===== src/hw/pesr_defines.vh =====
// Purpose: Shared constants for the PHY event/status register group.
// Assumes: Clause 22 style management frames, 16-bit registers.
// Notes:   Definitions only; included by bare name.
`ifndef PESR_DEFINES_VH
`define PESR_DEFINES_VH

// ----------------------------------------------------------------
// Register addresses
// ----------------------------------------------------------------
`define PESR_ADDR_EVENT 5'h1B
`define PESR_ADDR_CABLE 5'h1D
`define PESR_ADDR_LINE 5'h1E

// ----------------------------------------------------------------
// Event register fields
// ----------------------------------------------------------------
`define PESR_EV_EN_HI 15
`define PESR_EV_EN_LO 8
`define PESR_EV_FLAG_HI 7
`define PESR_EV_FLAG_LO 0

// ----------------------------------------------------------------
// Cable test register fields
// ----------------------------------------------------------------
`define PESR_CBL_START 15
`define PESR_CBL_RES_HI 14
`define PESR_CBL_RES_LO 13
`define PESR_CBL_SHORT 12
`define PESR_CBL_RSV_HI 11
`define PESR_CBL_RSV_LO 9
`define PESR_CBL_DIST_HI 8
`define PESR_CBL_DIST_LO 0

// ----------------------------------------------------------------
// Line status register fields
// ----------------------------------------------------------------
`define PESR_LN_FLOW 9
`define PESR_LN_LINK 8
`define PESR_LN_POL 7
`define PESR_LN_MDIX 5
`define PESR_LN_ENERGY 4
`define PESR_LN_ISOLATE 3
`define PESR_LN_MODE_HI 2
`define PESR_LN_MODE_LO 0

// ----------------------------------------------------------------
// Reset values and frame constants
// ----------------------------------------------------------------
`define PESR_RST_BYTE 8'h00
`define PESR_RST_WORD 16'h0000
`define PESR_RST_RSV3 3'h0
`define PESR_RST_RES2 2'h0
`define PESR_RST_DIST 9'h000
`define PESR_PRE_ONES 6'h20
`define PESR_HDR_BITS 5'h0D
`define PESR_DATA_BITS 5'h10
`define PESR_TA_BITS 5'h02
`define PESR_OP_READ 2'h2
`define PESR_OP_WRITE 2'h1

`endif


===== src/hw/pesr_mgmt_slave.v =====
// Purpose: Management serial slave; decodes frames into register strobes.
// Assumes: mdc and mdio_i are synchronous to clk and much slower than clk.
// Notes:   Outputs change just after an mdc rising edge; master samples next rise.
`timescale 1ns/1ps
`include "pesr_defines.vh"

module pesr_mgmt_slave (
    // Clock and reset
    input wire clk,
    input wire rst_b,
    // Management pins
    input wire mdc,
    input wire mdio_i,
    output reg mdio_o,
    output reg mdio_oe,
    input wire [4:0] phy_addr,
    // Register side
    output wire [4:0] reg_addr,
    output wire rd_stb,
    input wire [15:0] rd_data,
    output wire wr_stb,
    output wire [15:0] wr_data
);

    // ------------------------------------------------------------
    // Frame states
    // ------------------------------------------------------------
    localparam [1:0] ST_PRE = 2'b00;
    localparam [1:0] ST_HDR = 2'b01;
    localparam [1:0] ST_TA = 2'b10;
    localparam [1:0] ST_DAT = 2'b11;

    reg mdc_q;
    reg [1:0] state_q;
    reg [5:0] ones_q;
    reg [4:0] cnt_q;
    reg [12:0] hdr_q;
    reg [15:0] sh_q;
    reg is_rd_q;
    reg wr_go_q;
    wire rise;
    wire [12:0] hdr_nx;
    wire hit;

    // Rising edge of the management clock
    assign rise = mdc & ~mdc_q;
    assign hdr_nx = {hdr_q[11:0], mdio_i};
    // Start bit, then phy address must match; bits: st1 op2 phy5 reg5
    assign hit = hdr_nx[12] && (hdr_nx[9:5] == phy_addr) &&
                 ((hdr_nx[11:10] == `PESR_OP_READ) || (hdr_nx[11:10] == `PESR_OP_WRITE));
    assign reg_addr = hdr_q[4:0];
    // Read strobe on the first turnaround rise, the same edge that latches the word
    assign rd_stb = rise && (state_q == ST_TA) && (cnt_q == 5'h00) && is_rd_q;
    assign wr_stb = wr_go_q;
    assign wr_data = sh_q;

    // Frame sequencer; a broken frame falls back to preamble hunting
    always @(posedge clk or negedge rst_b) begin
        if (!rst_b) begin
            mdc_q <= 1'b0;
            state_q <= ST_PRE;
            ones_q <= 6'h00;
            cnt_q <= 5'h00;
            hdr_q <= 13'h0000;
            sh_q <= `PESR_RST_WORD;
            is_rd_q <= 1'b0;
            wr_go_q <= 1'b0;
            mdio_o <= 1'b0;
            mdio_oe <= 1'b0;
        end else begin
            mdc_q <= mdc;
            wr_go_q <= 1'b0;
            if (rise) begin
                case (state_q)
                    ST_PRE: begin
                        if (mdio_i) begin
                            if (ones_q != `PESR_PRE_ONES)
                                ones_q <= ones_q + 6'h01;
                        end else if (ones_q == `PESR_PRE_ONES) begin
                            state_q <= ST_HDR;
                            cnt_q <= 5'h00;
                            ones_q <= 6'h00;
                        end else begin
                            ones_q <= 6'h00;
                        end
                    end
                    ST_HDR: begin
                        hdr_q <= hdr_nx;
                        cnt_q <= cnt_q + 5'h01;
                        if (cnt_q == `PESR_HDR_BITS - 5'h01) begin
                            cnt_q <= 5'h00;
                            is_rd_q <= (hdr_nx[11:10] == `PESR_OP_READ);
                            state_q <= hit ? ST_TA : ST_PRE;
                        end
                    end
                    ST_TA: begin
                        cnt_q <= cnt_q + 5'h01;
                        if (is_rd_q && cnt_q == 5'h00) begin
                            // Register value latched here, before any clear-on-read
                            sh_q <= rd_data;
                            mdio_o <= 1'b0;
                            mdio_oe <= 1'b1;
                        end
                        if (cnt_q == `PESR_TA_BITS - 5'h01) begin
                            cnt_q <= 5'h00;
                            state_q <= ST_DAT;
                            if (is_rd_q) begin
                                mdio_o <= sh_q[15];
                                sh_q <= {sh_q[14:0], 1'b0};
                            end
                        end
                    end
                    ST_DAT: begin
                        cnt_q <= cnt_q + 5'h01;
                        if (is_rd_q) begin
                            mdio_o <= sh_q[15];
                            sh_q <= {sh_q[14:0], 1'b0};
                        end else begin
                            sh_q <= {sh_q[14:0], mdio_i};
                        end
                        if (cnt_q == `PESR_DATA_BITS - 5'h01) begin
                            cnt_q <= 5'h00;
                            state_q <= ST_PRE;
                            mdio_oe <= 1'b0;
                            mdio_o <= 1'b0;
                            wr_go_q <= ~is_rd_q;
                        end
                    end
                    default: state_q <= ST_PRE;
                endcase
            end
        end
    end

endmodule // pesr_mgmt_slave


===== src/hw/pesr_event_status.v =====
// Purpose: Event, cable test and line status registers of a 10/100 PHY.
// Assumes: Event inputs are one-cycle pulses; status inputs are levels.
// Notes:   Cable measurement lives elsewhere; this block starts and records it.
`timescale 1ns/1ps
`include "pesr_defines.vh"

module pesr_event_status (
    // Clock and reset
    input wire clk,
    input wire rst_b,
    // Management pins
    input wire mdc,
    input wire mdio_i,
    output wire mdio_o,
    output wire mdio_oe,
    input wire [4:0] phy_addr,
    // Event pulses, bit 7 jabber down to bit 0 link-up
    input wire [7:0] event_pulse,
    // Interrupt pin and its polarity control
    input wire int_active_high,
    output reg int_pin,
    // Cable test engine
    output reg cable_test_start,
    input wire cable_test_done,
    input wire [1:0] cable_test_result,
    input wire cable_test_short,
    input wire [8:0] cable_fault_dist,
    // Line status
    input wire flow_ctl_capable,
    input wire link_is_up,
    input wire polarity_reversed,
    input wire mdix_state,
    input wire energy_present,
    input wire [2:0] op_mode,
    output wire isolate
);

    // ------------------------------------------------------------
    // Register state
    // ------------------------------------------------------------
    reg [7:0] ev_en_q;
    reg [7:0] ev_flag_q;
    reg [7:0] ev_flag_d;
    reg cbl_busy_q;
    reg [1:0] cbl_res_q;
    reg cbl_short_q;
    reg [2:0] cbl_rsv_q;
    reg [8:0] cbl_dist_q;
    reg isolate_q;
    reg [15:0] rd_mux;
    wire [4:0] reg_addr;
    wire rd_stb;
    wire wr_stb;
    wire [15:0] wr_data;
    wire irq_any;
    wire sel_event;
    wire sel_cable;
    wire sel_line;
    wire clr_flags;
    wire start_req;

    // ------------------------------------------------------------
    // Management frame decoder
    // ------------------------------------------------------------
    pesr_mgmt_slave u_slave (
        .clk(clk),
        .rst_b(rst_b),
        .mdc(mdc),
        .mdio_i(mdio_i),
        .mdio_o(mdio_o),
        .mdio_oe(mdio_oe),
        .phy_addr(phy_addr),
        .reg_addr(reg_addr),
        .rd_stb(rd_stb),
        .rd_data(rd_mux),
        .wr_stb(wr_stb),
        .wr_data(wr_data)
    );

    // ------------------------------------------------------------
    // Address decode
    // ------------------------------------------------------------
    // One compare per register, shared by the read-clear and write paths
    assign sel_event = (reg_addr == `PESR_ADDR_EVENT);
    assign sel_cable = (reg_addr == `PESR_ADDR_CABLE);
    assign sel_line = (reg_addr == `PESR_ADDR_LINE);
    // Slave raises rd_stb only for accepted read frames
    assign clr_flags = rd_stb && sel_event;
    // Start request; one arriving while busy is dropped, not queued
    assign start_req = wr_stb && sel_cable && wr_data[`PESR_CBL_START];

    // ------------------------------------------------------------
    // Read data
    // ------------------------------------------------------------
    // Unmapped addresses read as zero; reserved line status bits read zero, cable bits 11:9 read back the last write
    always @* begin
        rd_mux = `PESR_RST_WORD;
        case (reg_addr)
            `PESR_ADDR_EVENT: begin
                rd_mux[`PESR_EV_EN_HI:`PESR_EV_EN_LO] = ev_en_q;
                rd_mux[`PESR_EV_FLAG_HI:`PESR_EV_FLAG_LO] = ev_flag_q;
            end
            `PESR_ADDR_CABLE: begin
                rd_mux[`PESR_CBL_START] = cbl_busy_q;
                rd_mux[`PESR_CBL_RES_HI:`PESR_CBL_RES_LO] = cbl_res_q;
                rd_mux[`PESR_CBL_SHORT] = cbl_short_q;
                rd_mux[`PESR_CBL_RSV_HI:`PESR_CBL_RSV_LO] = cbl_rsv_q;
                rd_mux[`PESR_CBL_DIST_HI:`PESR_CBL_DIST_LO] = cbl_dist_q;
            end
            `PESR_ADDR_LINE: begin
                rd_mux[`PESR_LN_FLOW] = flow_ctl_capable;
                rd_mux[`PESR_LN_LINK] = link_is_up;
                rd_mux[`PESR_LN_POL] = polarity_reversed;
                rd_mux[`PESR_LN_MDIX] = mdix_state;
                rd_mux[`PESR_LN_ENERGY] = energy_present;
                rd_mux[`PESR_LN_ISOLATE] = isolate_q;
                rd_mux[`PESR_LN_MODE_HI:`PESR_LN_MODE_LO] = op_mode;
            end
            default: rd_mux = `PESR_RST_WORD;
        endcase
    end

    // ------------------------------------------------------------
    // Event flags
    // ------------------------------------------------------------
    // A read clears flags, but a pulse landing in the same cycle survives
    always @* begin
        ev_flag_d = ev_flag_q;
        if (clr_flags)
            ev_flag_d = `PESR_RST_BYTE;
        ev_flag_d = ev_flag_d | event_pulse;
    end

    // Flags never take write data
    always @(posedge clk or negedge rst_b) begin
        if (!rst_b) begin
            ev_flag_q <= `PESR_RST_BYTE;
        end else begin
            ev_flag_q <= ev_flag_d;
        end
    end

    // ------------------------------------------------------------
    // Writable controls
    // ------------------------------------------------------------
    // Only the upper byte of the event register, isolate and the cable reserved bits 11:9 take writes
    always @(posedge clk or negedge rst_b) begin
        if (!rst_b) begin
            ev_en_q <= `PESR_RST_BYTE;
            isolate_q <= 1'b0;
            cbl_rsv_q <= `PESR_RST_RSV3;
        end else if (wr_stb) begin
            if (sel_event)
                ev_en_q <= wr_data[`PESR_EV_EN_HI:`PESR_EV_EN_LO];
            if (sel_line)
                isolate_q <= wr_data[`PESR_LN_ISOLATE];
            if (sel_cable)
                cbl_rsv_q <= wr_data[`PESR_CBL_RSV_HI:`PESR_CBL_RSV_LO];
        end
    end

    assign isolate = isolate_q;

    // ------------------------------------------------------------
    // Cable test control
    // ------------------------------------------------------------
    // A test in progress cannot be cancelled; a zero write is ignored.
    // Results latch on completion so software never sees a half update.
    always @(posedge clk or negedge rst_b) begin
        if (!rst_b) begin
            cbl_busy_q <= 1'b0;
            cable_test_start <= 1'b0;
            cbl_res_q <= `PESR_RST_RES2;
            cbl_short_q <= 1'b0;
            cbl_dist_q <= `PESR_RST_DIST;
        end else begin
            cable_test_start <= 1'b0;
            if (cbl_busy_q && cable_test_done) begin
                cbl_busy_q <= 1'b0;
                cbl_res_q <= cable_test_result;
                cbl_short_q <= cable_test_short;
                cbl_dist_q <= cable_fault_dist;
            end else if (!cbl_busy_q && start_req) begin
                cbl_busy_q <= 1'b1;
                cable_test_start <= 1'b1;
            end
        end
    end

    // ------------------------------------------------------------
    // Interrupt pin
    // ------------------------------------------------------------
    // Level output; follows flags, so irq_any drops the cycle after a clearing read and the pin one cycle later
    assign irq_any = |(ev_flag_q & ev_en_q);

    // Polarity applied at the flop so a polarity change never glitches the pin
    always @(posedge clk or negedge rst_b) begin
        if (!rst_b) begin
            int_pin <= 1'b1;
        end else begin
            int_pin <= int_active_high ? irq_any : ~irq_any;
        end
    end

endmodule // pesr_event_status


===== config.mk =====
export PLATFORM = sky130hd
export DESIGN_NAME = pesr_event_status
export DESIGN_NICKNAME = d
export VERILOG_FILES = /design/src/hw/pesr_mgmt_slave.v /design/src/hw/pesr_event_status.v
export VERILOG_INCLUDE_DIRS = /design/src /design/src/hw
export SDC_FILE = /design/constraint.sdc
export NUM_CORES = 1
export LEC_CHECK = 0
export ABC_AREA = 1
export BUFFER_PORTS_ARGS = -buffer_cell sky130_fd_sc_hd__buf_4
export CELL_PAD_IN_SITES_DETAIL_PLACEMENT = 1
export CELL_PAD_IN_SITES_GLOBAL_PLACEMENT = 1
export CORE_MARGIN = 8
export CORE_UTILIZATION = 49
export CTS_BUF_LIST = sky130_fd_sc_hd__clkbuf_4
export CTS_CLUSTER_DIAMETER = 200
export DETAILED_ROUTE_END_ITERATION = 10
export GPL_ROUTABILITY_DRIVEN = 0
export GPL_TIMING_DRIVEN = 0
export PLACE_DENSITY = 0.95
export RECOVER_POWER = 25
export SLEW_MARGIN = 20
export SYNTH_ARGS = -nofsm -noshare
export SYNTH_HDL_FRONTEND = slang
export SYNTH_SLANG_ARGS = --single-unit

===== constraint.sdc =====
create_clock -name clk -period 2.85 [get_ports clk]
set_input_delay 0.1425 -clock clk [delete_from_list [all_inputs] [get_ports clk]]
set_output_delay 0.1425 -clock clk [all_outputs]
set_load 0.01 [all_outputs]

==> metrics.cfg, run 1 <==
[clock_network]
post_cts_resized = 0
cts-htree-levels = 3
clock-root-buffer = clkbuf_4
cts.sinks = 81
clock_latency_ns = 0.44
clkTransAtPathRegs_ns = 0.15
numCtsBuffers = 9
clock_tree.buffer_depth = 2
tritoncts = yes

[layout]
drive_gt1_share_pct = 15.4
finalNonFillerCells = 738
nets = 672
syn2layout_area_growth_pct = 19.7
diodes = 0
fin_area_um2 = 5080
final_core_util_pct = 59.4

[synth]
syn_avg_cell_area_um2 = 7.76
synthTopCellsByCount = nand2_1, dfrtp_1, nor2_1, inv_1, nand3_1
syn_area_um2 = 4240
ys.flop_type = dfrtp_1
synth_top_area_share_pct = 47.2
seq_area_frac_synth_pct = 47.8
synth_top_cell_by_area = dfrtp_1
synth_cell_types = 38
synth_edf_count = 0
ys_ff_latch = 81
synth_most_common_cell = nand2_1
yosys-top-cells-area = dfrtp_1, nand2_1, nand3_1, nor2_1, inv_1
synth_fp_nets = 594
syn_inst = 547
yosysWarningCount = 0
async_flop_share_pct = 100

[place]
placed_area_um2 = 4700
dp_slack_ns = 0.853
place_inst = 698
portBuffers = 43
dpl.hpwl_um = 9520

[sta]
final.setup.tns_ns = 0
slew_headroom_pct = -39.3
maxSlewViolCount = 82
rsz0062_at_grt = false
hold_viol_final = 0
tightest_slew_ns = 2.09
fmaxAchievable_ghz = 0.463
period_share_pct = 75.8
setup_viol = 0
finalClockSkew_ns = 0.0100
timing.final.ws_setup_ns = 0.690
period_minus_slack_ns = 2.16
holdWs_ns = 0.0477

[floorplan]
rows = 34
die_area_um2 = 11900
coreArea_um2 = 8550
die_h_um = 109
die_w_um = 109
io_pins = 44
initial_core_util_pct = 49.6

[worst_setup_path]
cp-start-kind = flip-flop
arrival_ns = 2.51
worstSetupPathType = reg -> reg
crit_path_end_kind = flip-flop
cp_max_fo = 5
cp_data_required_time_ns = 3.20

[global_routing]
grt_use_total_pct = 24.7
grt_max_degree = 82
grt_pass1_wl_um = 22700
grt_pass1_vias = 4585
antenna_found_initial = 0
globalRouteOverflowTotal = 0

[detailed_routing]
post-route-drc-count = 0
num_vias = 4100
via_per_inst = 5.56
drt_iter0_markers = 290
antenna_left = 0
drt_wl_total_um = 14400
dr.pass1.iters = 4
wire_per_inst_um = 19.5

[pwr]
p_total_mw = 3.35
p_leak_nw = 2.73
ir_worst_vdd_mv = 0.471
p_per_area_nw_per_um2 = 660

[min_path]
hold_class = in -> reg

[status]
status = finished, violations left
failed_checks = capacitance limit, slew limit

[flow_run]
max_cap_viol_count = 1

power breakdown:
| group | internal, mW | leakage [nW] | switching, mW |
|---|---|---|---|
| Combinational | 0.375 | 1.67 | 0.764 |
| Sequential | 1.31 | 0.998 | 0.187 |
| Clock | 0.266 | 0.0695 | 0.456 |
| Total | 1.95 | 2.73 | 1.41 |
path summary, 6_finish.rpt:
| path | to | cells past startpoint | startpoint | slack [ns] |
|---|---|---|---|---|
| setup / recovery | flip-flop | 11 | u_slave.cnt_q[0] | 0.69 |
| hold / removal | cbl_res_q[1] | 4 | cable_test_done | 0.05 |
| setup reg to reg | flip-flop | 11 | u_slave.cnt_q[0] | 0.69 |
| hold reg to reg | cbl_dist_q[4] | 2 | cbl_dist_q[4] | 0.51 |
| max in group asynchronous | asynchronous set/reset pin | 2 | rst_b | 0.80 |
| min in group asynchronous | cbl_res_q[1] | 2 | rst_b | 0.83 |
worst max-delay path, cell delays in order, from the launching register on:
cell and delay [ns]:
dfrtp_1 0.44, ha_1 0.20, nand2_1 0.08, nor2_1 0.19, ha_1 0.18, inv_1 0.05, nand2_1 0.13, nand3_1 0.21
nor2_1 0.35, nand2_1 0.10, nand2_1 0.09, nand2_1 0.05
final cells by class:
type | count | area [µm²]
fillers | 1053 | 3470
clock buffers | 9 | 67.6
clock inverters | 7 | 71.3
well taps | 108 | 135
multi-input cells | 392 | 1920
inverters | 65 | 244
repair buffers | 67 | 561
plain buffers | 9 | 50.0
flip-flops and latches | 81 | 2030
timing repair:
action,in CTS,in global routing
hold endpoints to repair,102,1
setup buffers,0,0
endpoints found under the setup margin,0,0
hold buffers,23,1
kinds of logic after synthesis:
kind of cell	Yosys count	synth area share [%]
xor+xnor	7	1.44
buf+inv	74	6.93
flops	81	47.8
compound gates	58	8.17
simple gates	313	31.7
mux	6	1.59
fa+ha+maj	8	2.36
placed cells by master (no fill, tap or decap), types with 2 or more instances in the layout:
cell,n
o21ai_1,11
nand2_2,3
nor2_2,2
buf_2,4
o21bai_1,8
clkinvlp_4,2
a21oi_1,7
dfrtp_1,80
xor2_1,6
or2_2,2
nor2_1,63
o21ai_0,21
nor2_4,4
nand3b_1,3
inv_1,55
a221oi_1,2
nand3_1,49
mux2_2,6
o31ai_1,4
clkbuf_4,10
ha_1,8
buf_4,42
dlygate4sd3_1,24
clkinv_4,2
o21bai_2,2
nor3_1,2
clkbuf_1,3
nand4_1,4
inv_2,9
clkinv_1,2
nand2_1,176
layer usage:
metal	vias to the layer above	track usage, %	part of all wire, %
met3	49	4.55	4.1
met1	2032	26.4	37
li1	1886	-	-
met5	-	0	0
met4	0	10.9	4.0
met2	133	46.3	55
(Power assumes the default switching activity.)
==> inputs of run 2 (changes only) <==
--- a/config.mk
+++ b/config.mk
@@ -11,13 +11,13 @@
 export CELL_PAD_IN_SITES_DETAIL_PLACEMENT = 1
 export CELL_PAD_IN_SITES_GLOBAL_PLACEMENT = 1
 export CORE_MARGIN = 8
-export CORE_UTILIZATION = 49
+export CORE_UTILIZATION = 45
 export CTS_BUF_LIST = sky130_fd_sc_hd__clkbuf_4
 export CTS_CLUSTER_DIAMETER = 200
 export DETAILED_ROUTE_END_ITERATION = 10
 export GPL_ROUTABILITY_DRIVEN = 0
 export GPL_TIMING_DRIVEN = 0
-export PLACE_DENSITY = 0.95
+export PLACE_DENSITY = 0.94
 export RECOVER_POWER = 25
 export SLEW_MARGIN = 20
 export SYNTH_ARGS = -nofsm -noshare
==> constraint.sdc (replaced) <==
create_clock -name clk -period 2.25 [get_ports clk]
set_input_delay 0.1125 -clock clk [delete_from_list [all_inputs] [get_ports clk]]
set_output_delay 0.1125 -clock clk [all_outputs]
set_load 0.01 [all_outputs]
==> run 2 against run 1 <==
Net effect:
- worst setup slack lost 0.53 ns
- the flow still finishes with violations (capacitance limit, slew limit)
- combinational power rose by 20%
- first-iteration DRC count decreased by 41%
- utilization down 4.2 points
- sequential share of layout area is essentially flat
- total power is 21% higher
- cell area is essentially flat
- clock power increased by 13%
==> metrics.cfg, run 2 (same netlist as run 1, synthesis figures left out) <==
[status]
status = finished, violations left  ; unchanged
failed_checks = capacitance limit, slew limit  ; unchanged

[sta]
setup_viol = 0  ; unchanged
rsz0062_at_grt = false  ; unchanged
final.setup.tns_ns = 0  ; unchanged
period_minus_slack_ns = 2.09  ; was 2.16 ns
tightest_slew_ns = 1.83  ; was 2.09 ns
maxSlewViolCount = 82  ; unchanged
slew_headroom_pct = -21.8  ; was -39.3%
finalClockSkew_ns = 0.0282  ; was 0.0100 ns
hold_viol_final = 0  ; unchanged
period_share_pct = 92.8  ; was 75.8%
fmaxAchievable_ghz = 0.479  ; was 0.463 GHz

[worst_setup_path]
cp_max_fo = 5  ; unchanged
crit_path_frequent_cell = nand2_1  ; unchanged
cp_data_required_time_ns = 2.62  ; was 3.20 ns
worstSetupPathType = reg -> reg  ; unchanged
worst-path-buf-inv = 1  ; unchanged
cp_slowest_cell = dfrtp_1  ; unchanged
arrival_ns = 2.46  ; was 2.51 ns
worstPathCellList = ha_1 > nand2_1 > nor2_1 > ha_1 > inv_1 > nand2_1 > nand3_1 > nor2_2 > nand2_1 > nand2_1 > nand2_1  ; was ha_1 > nand2_1 > nor2_1 > ha_1 > inv_1 > nand2_1 > nand3_1 > nor2_1 > nand2_1 > nand2_1 > nand2_1
cpPeakStageDelay_ns = 0.42  ; was 0.44 ns
cp-start-kind = flip-flop  ; unchanged
path_delay_family = simple AND/OR/NAND/NOR gates  ; unchanged
crit_path_end_kind = flip-flop  ; unchanged

[flow_run]
max_cap_viol_count = 1  ; unchanged

[global_routing]
grt_use_total_pct = 21.4  ; was 24.7%
antenna_found_initial = 0  ; unchanged
grt_pass1_wl_um = 21700  ; was 22700 µm
grt_pass1_vias = 4392  ; was 4585
grt_max_degree = 82  ; unchanged
globalRouteOverflowTotal = 0  ; unchanged

[floorplan]
die_area_um2 = 12800  ; was 11900 µm²
initial_core_util_pct = 46.1  ; was 49.6%
rows = 35  ; was 34
die_w_um = 113  ; was 109 µm
coreArea_um2 = 9200  ; was 8550 µm²
io_pins = 44  ; unchanged
die_h_um = 113  ; was 109 µm

[detailed_routing]
post-route-drc-count = 0  ; unchanged
drt_iter0_markers = 171  ; was 290
wl_met1_um = 5160  ; was 5360 µm
dr.pass1.iters = 4  ; unchanged
antenna_left = 0  ; unchanged
highest-signal-layer = met4  ; unchanged
via_per_inst = 5.32  ; was 5.56
drt_wl_total_um = 13200  ; was 14400 µm
wire_per_inst_um = 17.7  ; was 19.5 µm
num_vias = 3956  ; was 4100
met3_length_um = 458  ; was 591 µm
dr_wl_met2_um = 7020  ; was 7890 µm

[clock_network]
tritoncts = yes  ; unchanged
clock_tree.buffer_depth = 2  ; unchanged
clock_latency_ns = 0.47  ; was 0.44 ns
cts.sinks = 81  ; unchanged
clkTransAtPathRegs_ns = 0.16  ; was 0.15 ns
cts-htree-levels = 3  ; unchanged
clock-root-buffer = clkbuf_4  ; unchanged
numCtsBuffers = 9  ; unchanged

[place]
placed_area_um2 = 4710  ; was 4700 µm²
place_inst = 701  ; was 698
portBuffers = 43  ; unchanged
dpl.hpwl_um = 8890  ; was 9520 µm

[layout]
drive_gt1_share_pct = 15.2  ; was 15.4%
mostFrequentLayoutCell = nand2_1  ; unchanged
syn2layout_area_growth_pct = 19.6  ; was 19.7%
fin_area_um2 = 5080  ; about the same
nets = 674  ; was 672
diodes = 0  ; unchanged
final_core_util_pct = 55.2  ; was 59.4%
fillers = 1148  ; was 1053
finalNonFillerCells = 743  ; was 738
final_cell_mix = nand2_1, dfrtp_1, nor2_1, inv_1, nand3_1  ; unchanged

[pwr]
p_per_area_nw_per_um2 = 802  ; was 660 nW/µm²
p_leak_nw = 2.73  ; about the same
ir_worst_vdd_mv = 0.569  ; was 0.471 mV

[min_path]
hold_class = in -> reg  ; unchanged

[run 2: changes by cell type in the layout (fill, tap and decap cells not counted), sizes merged]
| cell | delta |
|---|---|
| clkinv | -2 |
| clkbuf | +1 |
| buf | +1 |
| inv | +1 |
| bufinv | -1 |
| dlygate4sd3 | +2 |
[run 2: worst min-delay path: stages]
cell and delay (ns):
buf_4 0.08, nand2_1 0.10, nand2_1 0.10, nand2_1 0.06
[run 2: through the flow]
stage / hold WS (ns) / power (mW) / setup WS, ns
3_5_place_dp: 0.233 / 3.22 / 0.288
5_1_grt: 0.0192 / 4.29 / 0.00682
2_1_floorplan: -0.183 / 2.79 / 0.621
3_3_place_gp: 0.232 / 3.10 / 0.396
6_report: 0.0146 / 4.07 / 0.161
4_1_cts: 0.0265 / 4.05 / 0.177
[run 2: per-layer routing]
layer,track usage [%],up-vias
met3,3.46,41
li1,-,1890
met5,0,-
met2,39.0,92
met4,12.8,0
met1,22.9,1933
[run 2: path summary, 6_finish.rpt]
kind,from,slack (ns),endpoint,depth (start not counted)
worst min-delay path,cable_test_done,0.01,cbl_res_q[1],4
max in group asynchronous,rst_b,0.47,asynchronous set/reset pin,2
worst min register to register,cbl_rsv_q[2],0.51,cbl_rsv_q[2],2
worst max-delay path,u_slave.cnt_q[0],0.16,flip-flop,11
worst max register to register,u_slave.cnt_q[0],0.16,flip-flop,11
min in group asynchronous,rst_b,0.67,cbl_dist_q[8],2
[run 2: area by class of cell]
type | instances | area (µm²) | area share, %
Clock inverter | 5 | 31.3 | 0.616
Sequential cell | 81 | 2030 | 40.0
Multi-Input combinational cell | 392 | 1920 | 37.9
Buffer | 9 | 50.0 | 0.986
Tap cell | 111 | 139 | 2.74
Inverter | 65 | 244 | 4.81
Clock buffer | 11 | 82.6 | 1.63
Timing Repair Buffer | 69 | 577 | 11.4
[run 2: power by group]
group	switching, mW	leakage [nW]	internal (mW)
combinational	0.902	1.68	0.472
clock	0.571	0.0586	0.249
sequential	0.224	0.998	1.65
[run 2: what timing repair did]
item / in CTS / in global routing
hold buffers: 26 / 0
buffers inserted: 0 / 0
gates resized for setup: 0 / 1
endpoints found under the setup margin: 0 / 1
hold endpoints to repair: 105 / 0
==> inputs of run 3 (changes only) <==
--- a/config.mk
+++ b/config.mk
@@ -10,6 +10,7 @@
 export BUFFER_PORTS_ARGS = -buffer_cell sky130_fd_sc_hd__buf_4
 export CELL_PAD_IN_SITES_DETAIL_PLACEMENT = 1
 export CELL_PAD_IN_SITES_GLOBAL_PLACEMENT = 1
+export CORE_ASPECT_RATIO = 0.5
 export CORE_MARGIN = 8
 export CORE_UTILIZATION = 45
 export CTS_BUF_LIST = sky130_fd_sc_hd__clkbuf_4
==> run 3 against run 2 <==
Net effect:
- the flow still finishes with violations (capacitance limit, slew limit)
- worst setup slack gained 0.043 ns
- utilization up 0.45 points
- critical path depth is the same
- combinational power grew 4%
- highest routed layer unchanged
==> metrics.cfg, run 3 (same netlist as run 1, synthesis figures left out) <==
[status]
status = finished, violations left  ; unchanged
failed_checks = capacitance limit, slew limit  ; unchanged

[worst_setup_path]
cp_slowest_cell = dfrtp_1  ; unchanged
cp_max_fo = 5  ; unchanged
worstSetupPathType = reg -> reg  ; unchanged
worstPathCellList = ha_1 > nand2_1 > nor2_1 > ha_1 > inv_1 > nand2_1 > nand3_1 > nor2_1 > nand2_1 > nand2_1 > nand2_1  ; was ha_1 > nand2_1 > nor2_1 > ha_1 > inv_1 > nand2_1 > nand3_1 > nor2_2 > nand2_1 > nand2_1 > nand2_1
crit_path_frequent_cell = nand2_1  ; unchanged
cpPeakStageDelay_ns = 0.43  ; was 0.42 ns
arrival_ns = 2.43  ; was 2.46 ns
cp_data_required_time_ns = 2.64  ; was 2.62 ns
crit_path_end_kind = flip-flop  ; unchanged
cp-start-kind = flip-flop  ; unchanged

[layout]
final_core_util_pct = 55.6  ; was 55.2%
drive_gt1_share_pct = 15.3  ; was 15.2%
final_cell_mix = nand2_1, dfrtp_1, nor2_1, inv_1, nand3_1  ; unchanged
syn2layout_area_growth_pct = 21.8  ; was 19.6%
nets = 675  ; was 674
mostFrequentLayoutCell = nand2_1  ; unchanged

[floorplan]
die_w_um = 153  ; was 113 µm
die_h_um = 84.7  ; was 113 µm
coreArea_um2 = 9290  ; was 9200 µm²
rows = 25  ; was 35
die_area_um2 = 13000  ; was 12800 µm²
initial_core_util_pct = 45.7  ; was 46.1%
io_pins = 44  ; unchanged

[sta]
period_minus_slack_ns = 2.05  ; was 2.09 ns
hold_viol_final = 0  ; unchanged
setup_viol = 0  ; unchanged
final.setup.tns_ns = 0  ; unchanged
tightest_slew_ns = 1.82  ; was 1.83 ns
slew_headroom_pct = -21.0  ; was -21.8%
holdWs_ns = 0.0675  ; was 0.0146 ns
fmaxAchievable_ghz = 0.489  ; was 0.479 GHz
timing.final.ws_setup_ns = 0.204  ; was 0.161 ns
finalClockSkew_ns = 0.0275  ; was 0.0282 ns
maxSlewViolCount = 82  ; unchanged
period_share_pct = 90.9  ; was 92.8%
rsz0062_at_grt = false  ; unchanged

[clock_network]
cts-htree-levels = 3  ; unchanged
clock-root-buffer = clkbuf_4  ; unchanged
post_cts_buffers = 0  ; unchanged
tritoncts = yes  ; unchanged
clkTransAtPathRegs_ns = 0.15  ; was 0.16 ns
clock_tree.buffer_depth = 2  ; unchanged
numCtsBuffers = 9  ; unchanged
clock_latency_ns = 0.48  ; was 0.47 ns
cts.sinks = 81  ; unchanged

[global_routing]
grt_use_total_pct = 23.9  ; was 21.4%
grt_max_degree = 82  ; unchanged
grt_pass1_wl_um = 24600  ; was 21700 µm
antenna_found_initial = 1  ; was 0
grt_pass1_vias = 4723  ; was 4392
globalRouteOverflowTotal = 0  ; unchanged

[pwr]
intPower_mw = 2.69  ; was 2.38 mW
comb_power_share_pct = 31.9  ; was 33.7%
seq_power_share_pct = 42.4  ; was 46.1%
p_per_area_nw_per_um2 = 858  ; was 802 nW/µm²
p_leak_nw = 2.78  ; was 2.73 nW
swShare_pct = 39.3  ; was 41.7%
p_clk_share_pct = 25.6  ; was 20.1%
ir_worst_vdd_mv = 0.356  ; was 0.569 mV
power.switching_mw = 1.74  ; was 1.70 mW

[detailed_routing]
wire_per_inst_um = 19.3  ; was 17.7 µm
drt_iter0_markers = 295  ; was 171
via_per_inst = 5.49  ; was 5.32
post-route-drc-count = 0  ; unchanged
antenna_left = 0  ; unchanged
dr.pass1.iters = 4  ; unchanged
drt_wl_total_um = 14600  ; was 13200 µm
num_vias = 4144  ; was 3956

[place]
portBuffers = 43  ; unchanged
dpl.hpwl_um = 8820  ; was 8890 µm
dp_slack_ns = 0.249  ; was 0.288 ns

[min_path]
hold_class = in -> reg  ; unchanged

[flow_run]
max_cap_viol_count = 1  ; unchanged

run 3: path summary, 6_finish.rpt:
check	from	to	slack, ns	cells after the start
setup / recovery	u_slave.cnt_q[0]	flip-flop	0.20	11
hold / removal	phy_addr[1]	flip-flop	0.07	6
setup reg to reg	u_slave.cnt_q[0]	flip-flop	0.20	11
hold reg to reg	u_slave.mdio_oe	u_slave.mdio_oe	0.52	2
max in group asynchronous	rst_b	asynchronous set/reset pin	0.50	2
min in group asynchronous	rst_b	u_slave.hdr_q[5]	0.66	2
run 3: area by class of cell:
cell class                 instances  area, µm²
clock buffer                      10       75.1
multi-input combinational        392       1920
tap                              121        151
inverter                          65        244
timing repair buffer              70        591
antenna                            1       2.50
fill                            1168       4120
sequential                        81       2030
clock inverter                     6        106
buffer                             9       50.0
run 3: power groups by stage:
stage                     Combinational (mW)  Sequential, mW  Clock [mW]
final                                   1.42            1.88        1.14
after floorplan                        0.950            1.84           0
after CTS                               1.38            1.87        1.13
after detailed placement                1.34            1.90           0
after global routing                    1.57            1.91        1.20
after global placement                  1.24            1.88           0
run 3: what timing repair did:
action / in CTS / in global routing
hold buffers: 27 / 0
endpoints found under the hold margin: 105 / 0
gates resized for setup: 0 / 0
run 3: per-stage QoR:
| stage | power, mW | instances | instance area [µm²] |
|---|---|---|---|
| 6_report | 4.44 | 755 | 5170 |
| 4_1_cts | 4.38 | 754 | 5170 |
| 3_3_place_gp | 3.12 | 711 | 4720 |
| 5_1_grt | 4.69 | 755 | 5170 |
| 3_5_place_dp | 3.24 | 711 | 4720 |
| 2_1_floorplan | 2.79 | 547 | 4240 |
run 3: routing by layer:
metal / vias up / routed length (µm) / GRT usage [%]
met3: 57 / 731 / 5.99
met4: 0 / 679 / 13.2
met1: 2073 / 5700 / 26.3
met2: 122 / 7470 / 42.1
met5: - / 0 / 0
li1: 1892 / - / -
run 3: worst max-delay path: cells and delay by family (launching register included):
family        cells  cell delay [ns]
buf+inv           1             0.05
flops             1             0.43
fa+ha+maj         2             0.36
simple gates      8             1.13
